<file path="config.mk">
export PLATFORM = sky130hd
export DESIGN_NAME = pdcs_top
export DESIGN_NICKNAME = d
export VERILOG_FILES = /design/src/rtl/pdcs_settings_regs.v /design/src/rtl/pdcs_sync2.v /design/src/rtl/pdcs_top.v
export VERILOG_INCLUDE_DIRS = /design/src /design/src/pkg
export SDC_FILE = /design/constraint.sdc
export NUM_CORES = 1
export LEC_CHECK = 0
export ABC_AREA = 1
export BUFFER_PORTS_ARGS = -buffer_cell sky130_fd_sc_hd__buf_2
export CAP_MARGIN = 30
export CORE_UTILIZATION = 48
export CTS_BUF_LIST = sky130_fd_sc_hd__clkbuf_8
export DETAILED_ROUTE_END_ITERATION = 6
export PLACE_DENSITY = 0.79
export SYNTH_ARGS = -nofsm -noshare
export SYNTH_HDL_FRONTEND = slang
export SYNTH_SLANG_ARGS = --single-unit
</file>
<file path="constraint.sdc">
create_clock -name pclk -period 7.5 [get_ports pclk]
set_clock_uncertainty 0.2 [all_clocks]
set_input_delay 0.375 -clock pclk [delete_from_list [all_inputs] [get_ports pclk]]
set_output_delay 0.375 -clock pclk [all_outputs]
set_load 0.01 [all_outputs]
</file>
<file path="src/pkg/pdcs_map.vh">
`ifndef PDCS_MAP_VH
`define PDCS_MAP_VH
`define PDCS_ADDR_PHASE_CTRL 12'h000
`define PDCS_ADDR_REF_CTRL 12'h004
`define PDCS_ADDR_STATUS 12'h008
`define PDCS_ADDR_SEC_SEL 12'h00C
`define PDCS_ADDR_PRI_SEL 12'h010
`define PDCS_ADDR_PHASE_READ 12'h014
`define PDCS_ADDR_SET_DIV 12'h018
`define PDCS_ADDR_SET_FB 12'h01C
`define PDCS_PC_TARGET_LSB 0
`define PDCS_PC_DIR_BIT 2
`define PDCS_PC_TOGGLE_BIT 3
`define PDCS_PC_ORIGIN_BIT 4
`define PDCS_PC_FB_LSB 5
`define PDCS_RC_SEL_BIT 0
`define PDCS_RC_RESET_BIT 1
`define PDCS_RC_FULLRESET_BIT 2
`define PDCS_ST_LOCK_BIT 0
`define PDCS_ST_ORIGIN_BIT 1
`define PDCS_ST_REFSEL_BIT 2
`define PDCS_ST_MRST_BIT 3
`define PDCS_PC_RESET 32'h00000000
`define PDCS_SEC_RESET 32'h00000000
`define PDCS_PRI_RESET 32'h00000000
`define PDCS_DIV_RESET 8'h01
`define PDCS_FB_RESET 8'h01
`define PDCS_PHASE_RESET 8'h00
`define PDCS_LOCK_TIME_NS 50000
`define PDCS_CLK_PERIOD_NS 4
`define PDCS_LOCK_CYCLES ((`PDCS_LOCK_TIME_NS + `PDCS_CLK_PERIOD_NS - 1) / `PDCS_CLK_PERIOD_NS)
`endif

</file>
<file path="src/rtl/pdcs_settings_regs.v">
`include "pdcs_map.vh"
module pdcs_settings_regs
(
  input wire pclk,
  input wire presetn,
  input wire settings_bus_strobe,
  input wire settings_bus_write_enable,
  input wire [4:0] settings_bus_index,
  input wire [7:0] settings_bus_write_data,
  output reg [7:0] settings_bus_read_data,
  output reg settings_bus_acknowledge,
  output wire settings_changed,
  output wire [7:0] divider_value,
  output wire [7:0] feedback_divider
);
  reg [7:0] mem [0:31];
  integer i;
  wire write_now;
  assign write_now = settings_bus_strobe && settings_bus_write_enable && !settings_bus_acknowledge;
  assign settings_changed = write_now;
  assign divider_value = mem[0];
  assign feedback_divider = mem[1];
  // One-cycle acknowledge per strobe; strobe must drop after ack before the next access
  always @(posedge pclk or negedge presetn)
  begin
    if (!presetn)
    begin
      settings_bus_acknowledge <= 1'b0;
      settings_bus_read_data <= 8'h00;
      for (i = 0; i < 32; i = i + 1)
        mem[i] <= 8'h00;
      // Dividers wake up at their configured values, not zero
      mem[0] <= `PDCS_DIV_RESET;
      mem[1] <= `PDCS_FB_RESET;
    end
    else
    begin
      settings_bus_acknowledge <= settings_bus_strobe && !settings_bus_acknowledge;
      if (write_now)
        mem[settings_bus_index] <= settings_bus_write_data; // RULE7 RULE14
      if (settings_bus_strobe && !settings_bus_acknowledge)
        settings_bus_read_data <= mem[settings_bus_index];
    end
  end
endmodule // pdcs_settings_regs

</file>
<file path="src/rtl/pdcs_sync2.v">
module pdcs_sync2
#(
  parameter W = 1
)
(
  input wire pclk,
  input wire presetn,
  input wire [W-1:0] din,
  output reg [W-1:0] dout
);
  reg [W-1:0] stage1;
  always @(posedge pclk or negedge presetn)
  begin
    if (!presetn)
    begin
      stage1 <= {W{1'b0}};
      dout <= {W{1'b0}};
    end
    else
    begin
      stage1 <= din;
      dout <= stage1;
    end
  end
endmodule // pdcs_sync2

</file>
<file path="src/rtl/pdcs_top.v">
// Operation
// RULE1 - A two-bit target selector picks which output clock the phase step acts on.
// RULE2 - A direction bit decides whether each step advances or retards the phase.
// RULE3 - Each toggle of the step input moves the selected phase by exactly one increment.
// RULE4 - Phase offsets start from configured values and may be changed at run time.
// RULE5 - A step on the feedback output drops lock until the relock time has elapsed.
// RULE6 - A run-time selector switches the reference between two reference clocks.
// RULE7 - Loop settings including dividers may be rewritten at run time over a bus port.
// RULE8 - After a settings rewrite lock drops and returns only after the relock time.
// RULE9 - Eight secondary nets are each driven by an 8:1 mux, input 0 from the clock pin.
// RULE10 - Primary muxes are 27:1 on large variants and 17:1 on small ones.
// RULE11 - An active-high lock indication is high only while the loop is locked.
// RULE12 - Two active-high loop resets, one of which also clears the feedback divider.
// RULE13 - An output shows whether phase control comes from ports or the bus.
// RULE14 - The settings bus uses a 5-bit index, 8-bit data, strobe, write enable, acknowledge.
// RULE15 - User logic waits for lock before relying on adjusted output clocks.
//
// The APB register port and the register offsets were decided locally.
`include "pdcs_map.vh"
module pdcs_top
#(
  parameter LOCK_CYCLES = `PDCS_LOCK_CYCLES,
  parameter LARGE_VARIANT = 1
)
(
  input wire pclk,
  input wire presetn,
  input wire [11:0] paddr,
  input wire psel,
  input wire penable,
  input wire pwrite,
  input wire [31:0] pwdata,
  output reg [31:0] prdata,
  output wire pready,
  output wire pslverr,
  input wire [1:0] output_phase_target_select,
  input wire phase_shift_direction,
  input wire phase_increment_toggle,
  input wire reference_source_switch,
  input wire loop_reset,
  input wire loop_full_clear_with_feedback_divider,
  input wire embedded_function_wrapper,
  input wire settings_bus_strobe,
  input wire settings_bus_write_enable,
  input wire [4:0] settings_bus_index,
  input wire [7:0] settings_bus_write_data,
  output wire [7:0] settings_bus_read_data,
  output wire settings_bus_acknowledge,
  input wire [1:0] reference_clock_present,
  input wire [7:0] secondary_pin_input,
  input wire [55:0] secondary_routing_input,
  input wire [26:0] primary_mux_input,
  output reg [7:0] secondary_net,
  output reg primary_net,
  output reg [7:0] phase_offset_out,
  output reg loop_lock,
  output reg phase_control_origin,
  output reg active_reference,
  output reg [7:0] feedback_divider_out
);
  localparam ST_LOCKING = 1'b0;
  localparam ST_LOCKED = 1'b1;
  wire [1:0] s_sel;
  wire s_dir;
  wire s_tog;
  wire s_ref;
  wire s_rst;
  wire s_mrst;
  wire s_wrap;
  wire [1:0] s_refok;
  wire [7:0] s_pin;
  wire [55:0] s_rout;
  wire [26:0] s_pri;
  wire settings_changed;
  wire [7:0] div_value;
  wire [7:0] fb_value;
  reg [31:0] phase_ctrl;
  reg [31:0] sec_sel;
  reg [31:0] pri_sel;
  reg [7:0] phase_offset [0:3];
  reg tog_prev;
  reg bus_tog_prev;
  reg state;
  reg [31:0] lock_count;
  reg [1:0] fb_output;
  reg ref_sel;
  reg reg_reset;
  reg reg_full_reset;
  integer k;
  integer m;
  wire apb_write;
  wire step_event;
  wire [1:0] step_target;
  wire step_dir;
  wire any_reset;
  wire unmapped;
  wire feedback_step;
  wire lock_disturb;
  assign pready = 1'b1;
  assign apb_write = psel && penable && pwrite;
  assign unmapped = (paddr[11:5] != 7'h00) || (paddr[1:0] != 2'h0);
  assign pslverr = psel && penable && unmapped;
  pdcs_sync2 #(.W(8)) u_sync_ctrl
  (
    .pclk(pclk),
    .presetn(presetn),
    .din({output_phase_target_select, phase_shift_direction, phase_increment_toggle, reference_source_switch,
      loop_reset, loop_full_clear_with_feedback_divider, embedded_function_wrapper}),
    .dout({s_sel, s_dir, s_tog, s_ref, s_rst, s_mrst, s_wrap})
  );
  pdcs_sync2 #(.W(93)) u_sync_clk
  (
    .pclk(pclk),
    .presetn(presetn),
    .din({reference_clock_present, secondary_pin_input, secondary_routing_input, primary_mux_input}),
    .dout({s_refok, s_pin, s_rout, s_pri})
  );
  // Settings port only exists when the wrapper is present; strobe gated otherwise
  pdcs_settings_regs u_settings
  (
    .pclk(pclk),
    .presetn(presetn),
    .settings_bus_strobe(settings_bus_strobe && s_wrap), // RULE7
    .settings_bus_write_enable(settings_bus_write_enable),
    .settings_bus_index(settings_bus_index),
    .settings_bus_write_data(settings_bus_write_data),
    .settings_bus_read_data(settings_bus_read_data),
    .settings_bus_acknowledge(settings_bus_acknowledge),
    .settings_changed(settings_changed),
    .divider_value(div_value),
    .feedback_divider(fb_value)
  );
  function [7:0] pdcs_step;
    input [7:0] value;
    input dir;
    begin
      pdcs_step = dir ? value - 8'h01 : value + 8'h01;
    end
  endfunction
  // Select 0 takes the clock pin, 1 to 7 the routing inputs
  function pdcs_sec_pick;
    input pin;
    input [6:0] routes;
    input [2:0] sel;
    begin
      pdcs_sec_pick = (sel == 3'h0) ? pin : routes[sel - 3'h1];
    end
  endfunction
  // Selects beyond the populated inputs read low instead of an unknown
  function pdcs_pri_pick;
    input [26:0] src;
    input [4:0] sel;
    input [4:0] count;
    begin
      pdcs_pri_pick = (sel < count) ? src[sel] : 1'b0;
    end
  endfunction
  // Origin bit chooses whether the ports or the register fields steer phase
  assign step_event = phase_ctrl[`PDCS_PC_ORIGIN_BIT] ?
    (phase_ctrl[`PDCS_PC_TOGGLE_BIT] != bus_tog_prev) : (s_tog != tog_prev); // RULE3
  assign step_target = phase_ctrl[`PDCS_PC_ORIGIN_BIT] ? phase_ctrl[1:0] : s_sel; // RULE1
  assign step_dir = phase_ctrl[`PDCS_PC_ORIGIN_BIT] ? phase_ctrl[`PDCS_PC_DIR_BIT] : s_dir; // RULE2
  assign any_reset = s_rst || s_mrst || reg_reset || reg_full_reset;
  // Any of these may knock the loop out of lock; each restarts the full wait
  assign feedback_step = step_event && (step_target == fb_output); // RULE5
  assign lock_disturb = any_reset || !s_refok[active_reference] || feedback_step
    || settings_changed; // RULE8 RULE12
  // Read-only words ignore writes; only unmapped offsets raise an error
  always @(posedge pclk or negedge presetn)
  begin
    if (!presetn)
    begin
      phase_ctrl <= `PDCS_PC_RESET;
      sec_sel <= `PDCS_SEC_RESET;
      pri_sel <= `PDCS_PRI_RESET;
      ref_sel <= 1'b0;
      reg_reset <= 1'b0;
      reg_full_reset <= 1'b0;
    end
    else if (apb_write && !unmapped)
    begin
      case (paddr)
        `PDCS_ADDR_PHASE_CTRL: phase_ctrl <= pwdata;
        `PDCS_ADDR_REF_CTRL:
        begin
          ref_sel <= pwdata[`PDCS_RC_SEL_BIT];
          reg_reset <= pwdata[`PDCS_RC_RESET_BIT];
          reg_full_reset <= pwdata[`PDCS_RC_FULLRESET_BIT];
        end
        `PDCS_ADDR_SEC_SEL: sec_sel <= pwdata;
        `PDCS_ADDR_PRI_SEL: pri_sel <= pwdata;
        default: ;
      endcase
    end
  end
  // Phase offsets reload their configured value on any loop reset
  always @(posedge pclk or negedge presetn)
  begin
    if (!presetn)
    begin
      for (k = 0; k < 4; k = k + 1)
        phase_offset[k] <= `PDCS_PHASE_RESET; // RULE4
      tog_prev <= 1'b0;
      bus_tog_prev <= 1'b0;
      fb_output <= 2'b00;
      feedback_divider_out <= `PDCS_FB_RESET;
      phase_control_origin <= 1'b0;
      active_reference <= 1'b0;
    end
    else
    begin
      tog_prev <= s_tog;
      bus_tog_prev <= phase_ctrl[`PDCS_PC_TOGGLE_BIT];
      fb_output <= phase_ctrl[6:5];
      phase_control_origin <= phase_ctrl[`PDCS_PC_ORIGIN_BIT]; // RULE13
      active_reference <= ref_sel ^ s_ref; // RULE6
      if (s_mrst || reg_full_reset)
        feedback_divider_out <= `PDCS_FB_RESET; // RULE12
      else if (!any_reset)
        feedback_divider_out <= fb_value;
      if (any_reset)
      begin
        for (k = 0; k < 4; k = k + 1)
          phase_offset[k] <= `PDCS_PHASE_RESET;
      end
      else if (step_event)
        phase_offset[step_target] <= pdcs_step(phase_offset[step_target], step_dir); // RULE1 RULE2 RULE3
    end
  end
  // Lock tracker: any disturbance restarts the full relock wait
  always @(posedge pclk or negedge presetn)
  begin
    if (!presetn)
    begin
      state <= ST_LOCKING;
      lock_count <= 32'h00000000;
      loop_lock <= 1'b0;
    end
    else
    begin
      if (lock_disturb)
      begin
        state <= ST_LOCKING; // RULE8
        lock_count <= 32'h00000000;
        loop_lock <= 1'b0;
      end
      else
      begin
        case (state)
          ST_LOCKING:
          begin
            if (lock_count >= LOCK_CYCLES - 1)
            begin
              state <= ST_LOCKED;
              loop_lock <= 1'b1; // RULE11
            end
            else
              lock_count <= lock_count + 32'h00000001;
          end
          ST_LOCKED: loop_lock <= 1'b1;
          default: state <= ST_LOCKING;
        endcase
      end
    end
  end
  // Clock steering muxes: registered copies of the selected sampled inputs
  always @(posedge pclk or negedge presetn)
  begin
    if (!presetn)
    begin
      secondary_net <= 8'h00;
      primary_net <= 1'b0;
      phase_offset_out <= 8'h00;
    end
    else
    begin
      for (m = 0; m < 8; m = m + 1)
        secondary_net[m] <= pdcs_sec_pick(s_pin[m], s_rout[m*7 +: 7], sec_sel[m*3 +: 3]); // RULE9
      if (LARGE_VARIANT != 0)
        primary_net <= pdcs_pri_pick(s_pri, pri_sel[4:0], 5'h1B); // RULE10
      else
        primary_net <= pdcs_pri_pick(s_pri, pri_sel[4:0], 5'h11); // RULE10
      // Follows whichever output the step controls currently target
      phase_offset_out <= phase_offset[step_target];
    end
  end
  always @*
  begin
    prdata = 32'h00000000;
    if (psel && !pwrite)
    begin
      case (paddr)
        `PDCS_ADDR_PHASE_CTRL: prdata = phase_ctrl;
        `PDCS_ADDR_REF_CTRL: prdata = {29'h0, reg_full_reset, reg_reset, ref_sel};
        `PDCS_ADDR_STATUS: prdata = {28'h0, s_mrst, active_reference, phase_control_origin, loop_lock};
        `PDCS_ADDR_SEC_SEL: prdata = sec_sel;
        `PDCS_ADDR_PRI_SEL: prdata = pri_sel;
        `PDCS_ADDR_PHASE_READ: prdata = {phase_offset[3], phase_offset[2], phase_offset[1], phase_offset[0]};
        `PDCS_ADDR_SET_DIV: prdata = {24'h0, div_value};
        `PDCS_ADDR_SET_FB: prdata = {24'h0, feedback_divider_out};
        default: prdata = 32'h00000000;
      endcase
    end
  end
endmodule // pdcs_top

</file>
==> impl_metrics.yaml, run 1 <==
status:
  outcome: "finished clean"
worst_setup_path:
  slowest_delay_ns: 0.58
  critical_path_class: "register to register"
  r2r-start: "phase_ctrl[4]"
  cp_slowest_cell: "dfrtp_1"
  cp_data_arrival_time_ns: 4.01
  crit_required_ns: 7.85
  critical_path.startpoint: "phase_ctrl[4]"
  cp-end-kind: "register"
  worstPathCellList: "nand2_2, nand2_4, nor2_1, inv_1, o22ai_1, a221oi_1, ha_1, a21oi_1, nor2_1, a211oi_1, nand3_1, nand3_1, o21ai_0"
  critPathLaunchType: "register"
  crit_fanout: 11
min_path:
  hp-start: "settings_bus_write_data[1]"
  hp-class: "primary input to register"
final_layout:
  fin_cells: 3906
  syn_to_final_growth_pct: 20.5
  layout_common_cells: "nand2_1 (744), dfrtp_1 (660), o21ai_0 (404)"
  final_common_cell: "nand2_1"
  final_nets: 3316
  final_util_pct: 59.1
  drive_gt1_share_pct: 14.0
pwr:
  leakagePower_nw: 15.0
  vdd_ir_drop_max_mv: 0.182
  power_mw: 7.48
  p_per_area_nw_per_um2: 233
grt:
  antenna_found_initial: 3
  grt_overflow: 0
  grt_use_total_pct: 26.5
  grt_pass1_vias: 21600
  grt_pass1_wl_um: 117000
  grt_max_degree: 181
logic_synthesis:
  synth_seq_cells: 663
  synthArstFlopShare_pct: 100
  yosysUniqueCellTypes: 52
  synth-xor-area-share_pct: 0.725
  synth_area_leader_cell: "dfrtp_1"
  synth_area_um2: 26600
  syn_nets: 2937
  synth_cells: 2748
  synthAdderAreaFrac_pct: 1.16
  syn_area_per_cell_um2: 9.68
  seq_area_frac_synth_pct: 62.4
  synth_edf_count: 0
  synth_area_leaders: "dfrtp_1 (62%), nand2_1 (11%), o21ai_0 (7.6%)"
  synth_top_family_by_area: "compound AO/OA/AOI/OAI gates"
  synth-main-ff-cell: "dfrtp_1"
  ys.warnings.count: 0
  synth_top_area_share_pct: 62.1
  synth_compound_area_share_pct: 15.3
  synth_simple_gate_area_share_pct: 15.2
  muxShareOfSynthArea_pct: 0.188
route:
  drcViolationCount: 0
  first_pass_iters: 6
  ant_nets: 0
  vias: 21700
  avgViaCountPerCell: 5.56
  wl_per_cell_um: 19.0
  drt_wl_total_um: 74100
  drt_iter0_drc: 2218
timing:
  hold_viol_final: 0
  finalSetupTns_ns: 0
  setup_viol: 0
  maxSlewViolCount: 0
  post-route-period-util_pct: 48.8
  worst_pin_slew_ns: 1.06
  grt_setup_unrepaired: "no"
  slew_headroom_pct: 28.8
  fin_crit_ns: 3.66
  max_freq_ghz: 0.273
clocking:
  htree_levels: 3
  cts.repair.resized: 0
  cts_tree: "done"
  clockBufferDepth: 3
  clkTransAtPathRegs_ns: 0.06
  numCtsBuffers: 104
  clkLatencyLatePin_ns: 0.72
  cts.sinks: 663
  clockRootBuffer: "clkbuf_8"
placed_design:
  dp_hpwl_um: 47000
  dp.cells: 3578
  place_congestion: 0.953
  io_buffers: 234
die:
  die_width_um: 237
  core_area_um2: 54200
  row_count: 85
  die_y_um: 237
  die_area_um2: 56300
  ios: 236
  start_util_pct: 49.0
job:
  max_cap_violations: 0
[where the power goes]
group	switching (mW)	internal, mW
Clock	1.43	1.67
Sequential	0.0902	3.75
Combinational	0.335	0.201
Total	1.86	5.63
[layout make-up]
type / count / area [µm²]
Antenna cell: 3 / 7.51
Clock buffer: 124 / 1710
Clock inverter: 62 / 423
Fill cell: 4439 / 22200
Inverter: 215 / 810
Multi-Input combinational cell: 1742 / 8660
Sequential cell: 663 / 16600
Tap cell: 696 / 871
Timing Repair Buffer: 401 / 2980
[logic make-up after synthesis]
group | count (synthesis)
other | 1
adders and majority gates | 24
DFF | 663
buffers and inverters | 343
muxes | 5
AOI/OAI and AO/OA | 694
and+or+nand+nor | 996
xor gates and xnor gates | 22
[flip-flops by register name (all words and copies together), names as in the netlist, 2 cells and up]
signal / count
u_settings.mem: 240
u_settings.divider_value: 8
pri_sel: 32
lock_count: 32
sec_sel: 32
secondary_net: 8
phase_ctrl: 32
u_sync_ctrl.stage1: 8
u_sync_clk.stage1: 93
phase_offset_out: 8
phase_offset: 32
u_settings.feedback_divider: 8
u_settings.settings_bus_read_data: 8
u_sync_ctrl.dout: 8
fb_output: 2
u_sync_clk.dout: 93
feedback_divider_out: 8
[worst max-delay path, delay by kind of cell, from the launching register on]
kind,cells,cell delay (ns)
AO/OA/AOI/OAI,5,1.25
adder cells (fa/ha/maj),1,0.42
AND/OR/NAND/NOR,6,0.85
buffers and inverters,1,0.18
flip-flops,1,0.58
[synthesized netlist by cell type (4+ instances only)]
cell / count
inv_2: 6
dfrtp_1: 660
a41oi_1: 14
o31ai_1: 8
nand3_1: 74
xor2_1: 10
o221ai_1: 19
nand2_2: 8
inv_1: 206
a21boi_1: 8
buf_2: 21
nand2_1: 744
nor2_2: 4
clkbuf_1: 98
o2111ai_1: 5
a21oi_1: 47
ha_1: 23
a22oi_1: 108
nand4_1: 25
o311ai_0: 4
nor2_1: 107
o21ai_0: 404
xnor2_1: 12
mux2i_1: 5
buf_4: 5
o22ai_1: 35
nor3_2: 5
o21ai_1: 9
o211ai_1: 14
a31oi_1: 4
nor3_1: 20
[metal layers]
layer / up-vias / GRT usage [%] / share of wire [%] / routed length (µm)
li1: 9949 / - / - / -
met2: 929 / 42.2 / 48 / 35300
met5: - / 0 / 0 / 0
met1: 10600 / 35.1 / 41 / 30400
met4: 0 / 12.4 / 4.4 / 3230
met3: 205 / 5.12 / 7.0 / 5210
[through the flow]
| stage | hold slack [ns] | cell area, µm² | setup slack [ns] |
|---|---|---|---|
| after global routing | 0.0545 | 32100 | 3.70 |
| after global placement | 0.131 | 28300 | 4.08 |
| after floorplan | -0.121 | 26600 | 4.78 |
| final | 0.0424 | 32100 | 3.84 |
| after detailed placement | 0.135 | 28500 | 3.97 |
| after CTS | 0.0159 | 32000 | 3.90 |
[what timing repair did]
item	in CTS	in global routing
endpoints found under the hold margin	335	0
hold buffers	137	0
buffers inserted	0	0
[final timing paths]
path                                         endpoint  slack [ns]  depth (start not counted)
worst max-delay path                 phase_offset[30]        3.84                         13
worst min-delay path              u_settings.mem[185]        0.04                          4
worst max register to register       phase_offset[30]        3.84                         13
worst min register to register    u_sync_ctrl.dout[7]        0.12                          0
max in group asynchronous       u_sync_clk.stage1[85]        5.45                          3
min in group asynchronous              lock_count[14]        0.15                          2
(Power assumes the default switching activity.)
==> run 2, diff against run 1 <==
==> constraint.sdc (replaced) <==
create_clock -name pclk -period 3.64 [get_ports pclk]
set_clock_uncertainty 0.2 [all_clocks]
set_input_delay 0.182 -clock pclk [delete_from_list [all_inputs] [get_ports pclk]]
set_output_delay 0.182 -clock pclk [all_outputs]
set_load 0.01 [all_outputs]
==> run 2 against run 1 <==
Die area unchanged; combinational power up 130%; global-route usage up 2.6 points; final cell count up 3.5%; sequential power up 110%; register-to-register slack worse by 3.5 ns; critical path type is now primary input to primary output; largest cell class unchanged; largest power group unchanged.
==> impl_metrics.yaml, run 2 (synthesis results as in run 1) <==
worst_setup_path:
  critical_path_class: "primary input to primary output"
  cp_top_family: "buffers and inverters"
  cp-end-kind: "primary output"
  crit_fanout: 23
  worstPathCellList: "dlygate4sd3_1, buf_2, nor2_1, dlygate4sd3_1, nand2_1, nor2_1, nand2_1, inv_1, buf_4, nand2_1, o211ai_1, a21oi_1, nor2_1, buf_2"
  critPathLaunchType: "primary input"
  cp.buffers_inverters: 6
  cp_data_arrival_time_ns: 3.12
  crit_required_ns: 3.26
  slowest_delay_ns: 0.55
  cp_slowest_cell: "dlygate4sd3_1"
  r2r-start: "phase_ctrl[4]"
  critical_path.startpoint: "paddr[7]"
clocking:
  clockRootBuffer: "clkbuf_8"
  cts.sinks: 663
  cts.repair.resized: 0
  numCtsBuffers: 104
  post-cts-setup-buffers: 0
  clockBufferDepth: 3
  clkTransAtPathRegs_ns: 0.06
  clkLatencyLatePin_ns: 0.71
  cts_hold_buf: 255
  cts_tree: "done"
  htree_levels: 3
timing:
  finalSetupTns_ns: 0
  post-route-period-util_pct: 96.1
  worst_pin_slew_ns: 0.815
  fin_ws_ns: 0.143
  fin_crit_ns: 3.50
  setup_viol: 0
  slew_headroom_pct: 45.4
  grt_setup_unrepaired: "no"
  max_freq_ghz: 0.286
  hold_viol_final: 0
  maxSlewViolCount: 0
pwr:
  power_mw: 15.6
  power.switching_mw: 3.91
  vdd_ir_drop_max_mv: 0.287
  p_comb_share_pct: 7.9
  intPower_mw: 11.6
  pwr-share-clk_pct: 41.1
  swShare_pct: 25.2
  leakagePower_nw: 15.6
  power_frac_seq_pct: 50.9
  p_per_area_nw_per_um2: 465
route:
  drt_wl_total_um: 80800
  wl_per_cell_um: 20.0
  vias: 22500
  ant_nets: 0
  drt_iter0_drc: 2106
  drcViolationCount: 0
  first_pass_iters: 7
  avgViaCountPerCell: 5.57
die:
  core_area_um2: 54200
  die_width_um: 237
  die_area_um2: 56300
  die_y_um: 237
  start_util_pct: 49.0
  ios: 236
  row_count: 85
placed_design:
  place_congestion: 0.936
  dp_slack_ns: 0.417
  io_buffers: 234
  dp_hpwl_um: 48200
  placed_area_um2: 28700
final_layout:
  reg.largest.list: "u_settings.mem x240, u_sync_clk.dout x93, u_sync_clk.stage1 x93"
  largest_reg_flops: 240
  layout_common_cells: "nand2_1 (744), dfrtp_1 (660), o21ai_0 (404)"
  final_nets: 3451
  final_common_cell: "nand2_1"
  stdcell_area_um2: 33400
  top_register: "u_settings.mem"
  drive_gt1_share_pct: 13.9
  syn_to_final_growth_pct: 25.7
grt:
  grt_pass1_vias: 23000
  grt_overflow: 0
  grt_pass1_wl_um: 127000
  grt_max_degree: 112
  grt_use_total_pct: 29.1
  antenna_found_initial: 8
status:
  outcome: "finished clean"
min_path:
  hp-start: "settings_bus_index[2]"
  hp-class: "primary input to register"
job:
  max_cap_violations: 0
[run 2: power by group through the flow]
stage               Sequential (mW)  Combinational, mW  Clock [mW]
CTS                            7.91               1.21        6.42
global route                   7.95               1.37        6.83
global placement               8.02              0.946           0
detailed placement             8.03              0.997           0
floorplan                      7.99              0.472           0
finish                         7.92               1.24        6.39
[run 2: cell type report]
class                   instances  area, µm²
fillers                      4286      20800
well taps                     696        871
flip-flops and latches        663      16600
clock buffers                 132       1820
diodes                          9       22.5
clock inverters                51        290
multi-input cells            1742       8660
repair buffers                536       4350
inverters                     215        810
[run 2: layer usage]
| layer | GRT usage (%) | share of wire, % | up-vias |
|---|---|---|---|
| met1 | 37.2 | 40 | 10900 |
| met4 | 16.1 | 5.6 | 2 |
| met2 | 45.8 | 47 | 1116 |
| li1 | - | - | 10200 |
| met5 | 0 | 0.012 | - |
| met3 | 6.97 | 7.7 | 310 |
[run 2: path summary, 6_finish.rpt]
check	endpoint	slack (ns)	depth (start not counted)
hold reg to reg	u_sync_clk.dout[85]	0.14	0
setup reg to reg	phase_offset[6]	0.35	13
max in group asynchronous	pri_sel[20]	1.96	5
setup / recovery	prdata[11]	0.14	14
hold / removal	u_settings.mem[61]	0.06	4
min in group asynchronous	lock_count[0]	0.55	4
[run 2: per-stage QoR]
step	hold slack, ns	cells	utilization (%)
4_1_cts	0.00695	4035	61.6
3_5_place_dp	-0.0292	3597	52.9
2_1_floorplan	-0.314	2748	-
3_3_place_gp	-0.0329	3589	52.5
5_1_grt	0.0582	4042	61.6
6_report	0.0607	4044	61.6
[run 2: tightest hold or removal path: cells and delay by family]
kind | cells | cell delay, ns
compound gates | 1 | 0.13
simple gates | 2 | 0.46
buf+inv | 1 | 0.15
